--- config.mk ---
export PLATFORM = sky130hd
export DESIGN_NAME = rvt_reset_vector_map
export DESIGN_NICKNAME = d
export VERILOG_FILES = /design/src/rtl/rvt_pkg.sv /design/src/rtl/rvt_reset_vector_map.sv /design/src/rtl/rvt_vec_addr.sv
export SDC_FILE = /design/constraint.sdc
export NUM_CORES = 1
export LEC_CHECK = 0
export BUFFER_PORTS_ARGS = -buffer_cell sky130_fd_sc_hd__buf_4
export CORE_MARGIN = 2
export CORE_UTILIZATION = 30
export CTS_BUF_LIST = sky130_fd_sc_hd__clkbuf_8
export CTS_CLUSTER_DIAMETER = 80
export CTS_CLUSTER_SIZE = 16
export DETAILED_ROUTE_END_ITERATION = 10
export PLACE_DENSITY = 0.54
export SYNTH_ARGS = -nofsm -noshare
export SYNTH_HDL_FRONTEND = slang
export SYNTH_HIERARCHICAL = 1
export SYNTH_SLANG_ARGS = --single-unit
--- constraint.sdc ---
create_clock -name REF_CLK -period 3.5 [get_ports REF_CLK]
set_input_delay 0.175 -clock REF_CLK [delete_from_list [all_inputs] [get_ports REF_CLK]]
set_output_delay 0.175 -clock REF_CLK [all_outputs]
set_load 0.1 [all_outputs]
--- src/rtl/rvt_pkg.sv ---
// package: vector table layout, trap and slot encodings, widths
package rvt_pkg;
	localparam int ADDR_W = 24;
	localparam int SRC_W = 7;
	localparam logic [23:0] RESET_ADDR = 24'h000000;
	localparam logic [23:0] RESET_TARGET_ADDR = 24'h000002;
	localparam logic [23:0] PRIMARY_BASE = 24'h000004;
	localparam logic [23:0] ALTERNATE_BASE = 24'h000104;
	localparam logic [23:0] PRIMARY_INT0_ADDR = 24'h000014;
	localparam logic [23:0] ALTERNATE_INT0_ADDR = 24'h000114;
	localparam logic [7:0] SLOT_OSC_FAIL = 8'h01;
	localparam logic [7:0] SLOT_ADDR_ERR = 8'h02;
	localparam logic [7:0] SLOT_STACK_ERR = 8'h03;
	localparam logic [7:0] SLOT_MATH_ERR = 8'h04;
	localparam logic [7:0] SLOT_INT0 = 8'h08;
	localparam logic [6:0] LAST_VECTOR = 7'h75;
	localparam int NUM_VECTORS = 118;
	localparam int NUM_TRAPS = 4;
	localparam int ALT_SEL_BIT = 15;
	typedef enum logic [2:0] {
		RVT_ST_FETCH_JUMP = 3'b001,
		RVT_ST_FETCH_TARGET = 3'b010,
		RVT_ST_RUN = 3'b100
	} rvt_state_t;
endpackage

--- src/rtl/rvt_reset_vector_map.sv ---
// reset entry sequencer and vector table address generator
// behaviour in short:
// - after reset the block owns the fetch port and asks for the word at zero
// - the word at zero belongs to the core; this block only steps past it
// - the word at two is taken as the start-up address and loaded as is
// - once running, trap and interrupt levels are looked at while idle
// - the winner is latched together with its table address, so a source
//   that drops or changes during a slow fetch cannot move the fetch
// - traps always beat interrupts; inside each group the lower index wins,
//   which is the same as "the lower vector address wins"
// - the table select bit is read on the edge that latches the winner;
//   flipping it while a fetch is pending has no effect on that fetch
// limitations:
// - a request still high when the vector lands is taken again, so the core
//   must drop its request on the taken pulse
// - no user priority levels here; the fixed natural order decides everywhere
// - a reset mid-fetch simply abandons the fetch; memory must cope
`timescale 1ns/1ps
module rvt_reset_vector_map
	import rvt_pkg::*;
(
	input wire logic REF_CLK,
	input wire logic ARST_N,
	input wire logic [15:0] INTERRUPT_CONTROL_TWO,
	input wire logic [NUM_TRAPS-1:0] TRAP_REQ,
	input wire logic [NUM_VECTORS-1:0] INT_REQ,
	input wire logic [23:0] FETCH_DATA,
	input wire logic FETCH_VALID,
	output logic [23:0] FETCH_ADDR,
	output logic FETCH_REQ,
	output logic [23:0] PROGRAM_COUNTER,
	output logic VECTOR_TAKEN,
	output logic [7:0] VECTOR_SLOT,
	output logic RUNNING
);
	rvt_state_t state_r, state_nxt;
	logic [23:0] fetch_addr_r, fetch_addr_nxt;
	logic fetch_req_r, fetch_req_nxt;
	logic [23:0] pc_r, pc_nxt;
	logic taken_r, taken_nxt;
	logic [7:0] slot_r, slot_nxt;
	logic running_r, running_nxt;
	logic vec_pending_r, vec_pending_nxt;
	logic alt_table_select;
	logic [7:0] win_slot;
	logic win_valid;
	logic [23:0] win_addr;

	// pick the highest natural priority source: lowest slot index wins
	function automatic logic [7:0] rvt_pick(input logic [NUM_TRAPS-1:0] traps,
		input logic [NUM_VECTORS-1:0] ints);
		logic [7:0] s;
		s = 8'hFF;
		for (int i = NUM_VECTORS - 1; i >= 0; i--) begin
			if (ints[i]) begin
				s = SLOT_INT0 + 8'(i);
			end
		end
		for (int t = NUM_TRAPS - 1; t >= 0; t--) begin
			if (traps[t]) begin
				s = SLOT_OSC_FAIL + 8'(t);
			end
		end
		return s;
	endfunction

	assign alt_table_select = INTERRUPT_CONTROL_TWO[ALT_SEL_BIT];
	assign win_slot = rvt_pick(TRAP_REQ, INT_REQ);
	assign win_valid = (win_slot != 8'hFF);

	rvt_vec_addr u_vec_addr (
		.alt_sel(alt_table_select),
		.slot(win_slot),
		.vec_addr(win_addr)
	);

	// boot group: reset fetch is fixed, never arbitrated; vectors only once running
	always_comb begin
		state_nxt = state_r;
		running_nxt = running_r;
		unique case (state_r)
			RVT_ST_FETCH_JUMP: begin
				// the jump word is consumed by the core; we step to its target word
				if (FETCH_VALID) begin
					state_nxt = RVT_ST_FETCH_TARGET;
				end
			end
			RVT_ST_FETCH_TARGET: begin
				if (FETCH_VALID) begin
					running_nxt = 1'b1;
					state_nxt = RVT_ST_RUN;
				end
			end
			RVT_ST_RUN: begin
				// only a reset leaves this state
				state_nxt = RVT_ST_RUN;
			end
		endcase
	end

	// boot group registers; reset restarts the fixed entry walk
	always_ff @(posedge REF_CLK or negedge ARST_N) begin
		if (!ARST_N) begin
			state_r <= RVT_ST_FETCH_JUMP;
			running_r <= 1'b0;
		end else begin
			state_r <= state_nxt;
			running_r <= running_nxt;
		end
	end

	// fetch group: address, request, pending flag and latched slot
	always_comb begin
		fetch_addr_nxt = fetch_addr_r;
		fetch_req_nxt = fetch_req_r;
		slot_nxt = slot_r;
		vec_pending_nxt = vec_pending_r;
		unique case (state_r)
			RVT_ST_FETCH_JUMP: begin
				if (FETCH_VALID) begin
					fetch_addr_nxt = RESET_TARGET_ADDR;
				end
			end
			RVT_ST_FETCH_TARGET: begin
				if (FETCH_VALID) begin
					fetch_req_nxt = 1'b0;
				end
			end
			RVT_ST_RUN: begin
				if (vec_pending_r) begin
					if (FETCH_VALID) begin
						fetch_req_nxt = 1'b0;
						vec_pending_nxt = 1'b0;
					end
				end else if (win_valid) begin
					// latch the winner so a changing request cannot move the fetch
					fetch_addr_nxt = win_addr;
					slot_nxt = win_slot;
					fetch_req_nxt = 1'b1;
					vec_pending_nxt = 1'b1;
				end
			end
		endcase
	end

	// fetch group registers; first fetch is at address zero
	always_ff @(posedge REF_CLK or negedge ARST_N) begin
		if (!ARST_N) begin
			fetch_addr_r <= RESET_ADDR;
			fetch_req_r <= 1'b1;
			slot_r <= 8'h00;
			vec_pending_r <= 1'b0;
		end else begin
			fetch_addr_r <= fetch_addr_nxt;
			fetch_req_r <= fetch_req_nxt;
			slot_r <= slot_nxt;
			vec_pending_r <= vec_pending_nxt;
		end
	end

	// counter group: program counter loads and the taken pulse
	always_comb begin
		pc_nxt = pc_r;
		taken_nxt = 1'b0;
		unique case (state_r)
			RVT_ST_FETCH_JUMP: begin
				// jump word content is ignored; the counter stays at zero
				pc_nxt = pc_r;
			end
			RVT_ST_FETCH_TARGET: begin
				if (FETCH_VALID) begin
					pc_nxt = FETCH_DATA;
				end
			end
			RVT_ST_RUN: begin
				if (vec_pending_r && FETCH_VALID) begin
					pc_nxt = FETCH_DATA;
					taken_nxt = 1'b1;
				end
			end
		endcase
	end

	// counter group registers; reset clears the counter to zero
	always_ff @(posedge REF_CLK or negedge ARST_N) begin
		if (!ARST_N) begin
			pc_r <= RESET_ADDR;
			taken_r <= 1'b0;
		end else begin
			pc_r <= pc_nxt;
			taken_r <= taken_nxt;
		end
	end

	assign FETCH_ADDR = fetch_addr_r;
	assign FETCH_REQ = fetch_req_r;
	assign PROGRAM_COUNTER = pc_r;
	assign VECTOR_TAKEN = taken_r;
	assign VECTOR_SLOT = slot_r;
	assign RUNNING = running_r;
endmodule // rvt_reset_vector_map

--- src/rtl/rvt_vec_addr.sv ---
// slot index to vector address for the selected table
`timescale 1ns/1ps
module rvt_vec_addr
	import rvt_pkg::*;
(
	input wire logic alt_sel,
	input wire logic [7:0] slot,
	output logic [23:0] vec_addr
);
	// table base plus two bytes per slot, one program word each
	always_comb begin
		vec_addr = (alt_sel ? ALTERNATE_BASE : PRIMARY_BASE) + {15'h0000, slot, 1'b0};
	end
endmodule // rvt_vec_addr

# == Word-level counts from Yosys, hierarchy flattened ==
# Cells that the tools add are included.
# word_totals
rom_bits,0
latchBits,0
output_inout_bits,59
input_bits,165
wordCells,172
memories,0
mem_bits_rw,0
reg_bits,63
# classes
magnitude_cmp,0
n_reduce_logical,9
div_mod_pow,0
n_bitwise,2
n_shift,0
eq_ne,10
addsub,1
n_mux,142
mul,0
# op_table
cell,n
8-bit two-way mux,122
24-bit two-way mux,5
24-bit one-hot mux with 2 select lines,2
24-bit by 9-bit adder with 24-bit output,1
2-bit inequality test (second input constant),5
9-bit two-way mux,1
3-bit one-hot mux with 3 select lines,1
1-bit two-way mux,8
8-bit inequality test (second input constant),1
3-bit two-way mux,2
2-bit AND reduction,3
3-bit AND reduction,2
4-bit AND reduction,1
2-bit nonzero test,2
3-bit by 1-bit == test with 1-bit output (second input constant),1
3-bit by 2-bit == test with 1-bit output (second input constant),1
3-bit == test (second input constant),1
3-bit inequality test (second input constant),1
1-bit inverter,2
1-bit one-hot mux with 2 select lines,1
1-bit logical AND,1

# == Logic depth before layout (Yosys ltp) ==
# depth
ltp_word,126
depth_mapped,11
depth_no_buf,11

# == By module ==
# The synthesis kept the hierarchy.
# modules_own_cells
mod,cells_each,seq_area_each_um2,n_inst,area_each_um2
rvt_reset_vector_map,501,1579.0,1,4157.7
rvt_vec_addr,32,0.0,1,244.0

# == Least setup slack after synthesis ==
# Ideal clock, no wire load.
# synth_timing
kind,input-to-reg
startpoint,in INT_REQ[7]
endpoint,reg fetch_addr_r[9] (netlist: FETCH_ADDR[9])
required_time_ns,3.375
path_slack_ns,1.263
n_path_buf,0
stages,10
arrival_ns,2.113
setup_time_ns,0.125
cell_sequence,nor4_2 nand4b_1 nor4_4 nand2_1 inv_1 ha_1 and3_1 a41o_2 nand2_1 o21ai_1
# synth_via
elab_chain_len,16
elab_cells_between_ends,19
classes_between,add/sub: 1; eq/ne: 2; mux: 15; reduce/logical: 1
# synth_lines
element,line_no,rtl
"start, declared",rvt_reset_vector_map.sv:26,"input wire logic [NUM_VECTORS-1:0] INT_REQ,"
8-bit two-way mux (8 in series),rvt_reset_vector_map.sv:55,if (ints[i]) begin
8-bit two-way mux (4 in series),rvt_reset_vector_map.sv:60,if (traps[t]) begin
net win_slot[6],rvt_reset_vector_map.sv:45,logic [7:0] win_slot;
24-bit by 9-bit adder with 24-bit output,rvt_vec_addr.sv:12,"vec_addr = (alt_sel ? ALTERNATE_BASE : PRIMARY_BASE) + {15'h0000, slot, 1'b0};"
net win_addr[9],rvt_reset_vector_map.sv:47,logic [23:0] win_addr;
24-bit two-way mux,rvt_reset_vector_map.sv:135,end else if (win_valid) begin
24-bit two-way mux,rvt_reset_vector_map.sv:130,if (vec_pending_r) begin
24-bit one-hot mux with 2 select lines,rvt_reset_vector_map.sv:118,unique case (state_r)
"end signal, assigned",rvt_reset_vector_map.sv:154,fetch_addr_r <= fetch_addr_nxt;
"end, declared",rvt_reset_vector_map.sv:37,"logic [23:0] fetch_addr_r, fetch_addr_nxt;"
# The timed path passes the listed nets, and every way through them passes these cells. The select of a mux whose other input is x is not followed.
# A chain may end at the register's enable or synchronous reset.

# == Final worst setup path ==
# layout_timing
startpoint,in INT_REQ[71]
endpoint,reg fetch_addr_r[9] (netlist: FETCH_ADDR[9])
# layout_via
elab_chain_len,80
elab_cells_between_ends,83
classes_between,add/sub: 1; eq/ne: 2; mux: 79; reduce/logical: 1
# layout_lines
element,line_no
8-bit two-way mux (72 in series),rvt_reset_vector_map.sv:55
8-bit two-way mux (4 in series),rvt_reset_vector_map.sv:60
net win_slot[7],rvt_reset_vector_map.sv:45
24-bit by 9-bit adder with 24-bit output,rvt_vec_addr.sv:12
net win_addr[9],rvt_reset_vector_map.sv:47
24-bit two-way mux,rvt_reset_vector_map.sv:135
24-bit two-way mux,rvt_reset_vector_map.sv:130
24-bit one-hot mux with 2 select lines,rvt_reset_vector_map.sv:118
# The timed path passes the listed nets, and every way through them passes these cells. The select of a mux whose other input is x is not followed.

==> results.md <==
- Max-slew violations: 0
- Die area: 15700 µm²
- Largest family of logic cells by synthesized area: simple AND/OR/NAND/NOR gates
- Clk Tree Root Cell: clkbuf_8
- Gpl congestion: 0.858
- # port buffers: 208
- GRT overflow: 0
- Total track usage: 0.182
- Max Clk Rate: 394 MHz
- Ant. Diodes: 0
- Wirelength, routed: 14.4 mm
- Top cells by area, synth: dfrtp_1 (35%), mux2_2 (7.9%), nand2_1 (6.2%), nor4_1 (5.4%), nor2_1 (4.0%)
- Critical Path Stages: 11
- IO Count: 224
- Status: completed
- Share of cells above drive strength 1: 0.369
- Worst skew pair latency: 0.34 ns
- Synthesized instance count: 533
- Leak: 2.76 nW
- Adder-cell share of the synthesized area: 0.00569
- Residual DRC: 0
- CP delay by family, top: simple AND/OR/NAND/NOR gates
- Vias in the first global route: 4915
- CTS Sinks: 63
- Critical path arrival: 2.74 ns
- Hold Fails Final Rpt: 0
- Buf/Inv on CP: 2
- Worst setup EP type: flip-flop
- Clock tree from TritonCTS: done
- Final cell count without fillers: 931
- Flops & latches, synth: 63
- Nets: 909
- Post-Route Skew: 0.00819 ns
- Post-synth top area cell: dfrtp_1
- Seq/Total Area, Yosys: 0.359
- Die Y: 125 µm
- Initial Util: 0.305
- Final worst slack: 0.964 ns
- Avg Cell Area, Syn: 8.26 µm²
- Simple-Gate Fraction of Synth Area: 0.282
- Dpl ws: 0.630 ns
- Clock-pin slew reported for the worst setup and hold paths after clock tree synthesis: 0.07 ns
- CP max FO: 4
- Largest net degree at the start of global routing: 64
- Crit-path cells: buf_4, nor4_1, nand4_1, nor4_2, nand2_1, inv_1, ha_1, and3_1, a41o_2, nand2_1, o21ai_1
- Slew @ Worst Pin: 0.788 ns
- Crit start category: input port
- Avg WL per Cell: 15.5 µm
- Num CTS Buffers: 9
- # fillers: 1468
- Drt via density: 5.16
- XOR/XNOR Fraction of Synth Area: 0.00995
- Detail Placement HPWL: 11.5 mm
- Layout area overhead: 43.0%
- Syn. warnings: 6
- Final period util: 0.725
- Rows: 44
- Placed cell area: 6090 µm²
- RSZ-0062 raised after global routing: false
- Compound-cell area share of the yosys netlist: 0.196
- Mux contribution to synthesized area: 0.0793
- Setup TNS: 0 ns
- PD cells: 715 nW/µm²
- Final Critical Period: 2.54 ns
- Top cell type's share of synthesized area: 0.347
- Inst Count DP: 913
- H-tree levels: 3
- WP data required: 3.70 ns
- Synthesized cell area: 4400 µm²
- Worst Hold Depth: 2
- Vias: 4808
- Final Instance Area: 6290 µm²
- Worst path max stage delay: 0.58 ns
- Worst vdd ir: 0.733 mV
- First-pass DRT Iterations: 4
- Share of flip-flops with an asynchronous set or reset: 1.00
- Initial antenna violation count: 0
- Slowest CP cell: nor4_1
- R2R depth: 5
- CP most frequent cell: nand2_1
- Die width: 125 µm
- Final setup fails: 0
- Critical path class: in -> reg
- Initial DRC count: 285
- Count of cell types in the netlist: 61
- Number of synthesized flops with an enable pin: 0
- Main synth FF type: dfrtp_1
- Hold Path Class: in -> reg
- CTS Buffer Depth: 2
- Core area: 14400 µm²
- Slew margin rel.: 0.475
- Max-cap violations: 0
- First-pass GRT wire length: 23.9 mm
- Post-route ant nets: 0
cells in the final DEF, fill, tap and decap left out, drive strengths merged, types with 3 or more instances in the layout:
cell type    n
mux2        31
clkbuf      11
nor3        23
a21o         3
a31oi        5
nand2b       5
o211ai       3
and3         4
nor4        48
a21oi       35
nor2b        6
nand2       73
a2111oi      4
nand4       13
buf        211
o31ai        7
o21bai       5
xnor2        4
nor2        47
conb        15
or4          5
dfrtp       61
inv         30
a211oi       4
o21ai       48
nand3        6
per-stage QoR:
stage          hold WS, ns  total power [mW]   util
3_3_place_gp         0.316              3.90  0.422
5_1_grt             0.0479              4.71  0.436
4_1_cts             0.0467              4.54  0.436
6_report            0.0627              4.50  0.436
3_5_place_dp         0.323              3.93  0.422
2_1_floorplan       -0.121              3.22      -
area by class of cell:
| type | instances | area [µm²] | share of cell area |
|---|---|---|---|
| clock inverter | 5 | 32.5 | 0.00517 |
| timing repair buffer | 213 | 1600 | 0.255 |
| multi-input combinational | 427 | 2590 | 0.412 |
| inverter | 28 | 105 | 0.0167 |
| tap | 184 | 230 | 0.0366 |
| sequential | 63 | 1580 | 0.251 |
| clock buffer | 11 | 151 | 0.0241 |
synthesized netlist by cell type (3+ instances only):
master	number
nand2_1	73
dfrtp_1	61
nor2_1	47
nor4_1	38
a21oi_1	35
mux2_2	31
inv_1	28
o21ai_0	28
nor3_1	23
o21ai_1	20
buf_4	17
nand4_1	13
nor4_2	8
clkbuf_1	7
o31ai_1	7
nand3_1	6
nor2b_1	6
a31oi_1	5
nand2b_1	5
or4_1	5
a211oi_1	4
and3_1	4
o21bai_1	4
xnor2_1	4
a2111oi_0	3
a21o_1	3
o211ai_1	3
path summary, 6_finish.rpt:
check                           slack (ns)                   start                         endpoint
worst min-delay path                  0.06          FETCH_DATA[10]  PROGRAM_COUNTER[10]$_DFFE_PN0P_
max in group asynchronous             2.52                  ARST_N       FETCH_ADDR[13]$_DFFE_PN0P_
worst max-delay path                  0.96             INT_REQ[71]        FETCH_ADDR[9]$_DFFE_PN0P_
min in group asynchronous             0.46                  ARST_N  PROGRAM_COUNTER[15]$_DFFE_PN0P_
worst min register to register        0.46     RUNNING$_DFFE_PN0P_              RUNNING$_DFFE_PN0P_
worst max register to register        1.53  state_r[2]$_DFFE_PN0P_       VECTOR_SLOT[3]$_DFFE_PN0P_
state kept, by name, indices dropped and copies added (netlist names):
| name | cells |
|---|---|
| FETCH_ADDR | 24 |
| FETCH_REQ | 1 |
| PROGRAM_COUNTER | 24 |
| RUNNING | 1 |
| VECTOR_SLOT | 8 |
| VECTOR_TAKEN | 1 |
| state_r | 3 |
| vec_pending_r | 1 |
power breakdown:
group	internal, mW	leakage (nW)	switching (mW)
clock network	0.294	0.0932	0.294
registers	0.968	0.792	0.147
logic	0.655	1.87	2.14
total	1.92	2.76	2.58
routing by layer:
| metal | vias up | part of all wire | global-route usage |
|---|---|---|---|
| li1 | 2367 | - | - |
| met1 | 2278 | 0.43 | 0.226 |
| met2 | 148 | 0.48 | 0.315 |
| met3 | 15 | 0.071 | 0.0513 |
| met4 | 0 | 0.015 | 0.0438 |
| met5 | - | 0 | 0 |
worst reg2reg max path, stage by stage, from the launching register on:
cell and delay [ns]:
dfrtp_1 0.39, inv_1 0.13, nor3_2 0.22, nand2b_1 0.12
a21oi_1 0.58, mux2_2 0.41
cell families after synthesis:
logic type               count (synthesis)
XOR/XNOR                                 5
adder cells (fa/ha/maj)                  2
buffers and inverters                   57
AO/OA/AOI/OAI                          137
AND/OR/NAND/NOR                        237
flip-flops                              63
other                                    1
multiplexers                            31
what timing repair did:
action                     CTS  global route
setup endpoints to repair    0             0
hold buffers                 2             0
gates resized for setup      0             0
setup buffers                0             0
hold endpoints to repair    62             0
(Power assumes the default switching activity.)
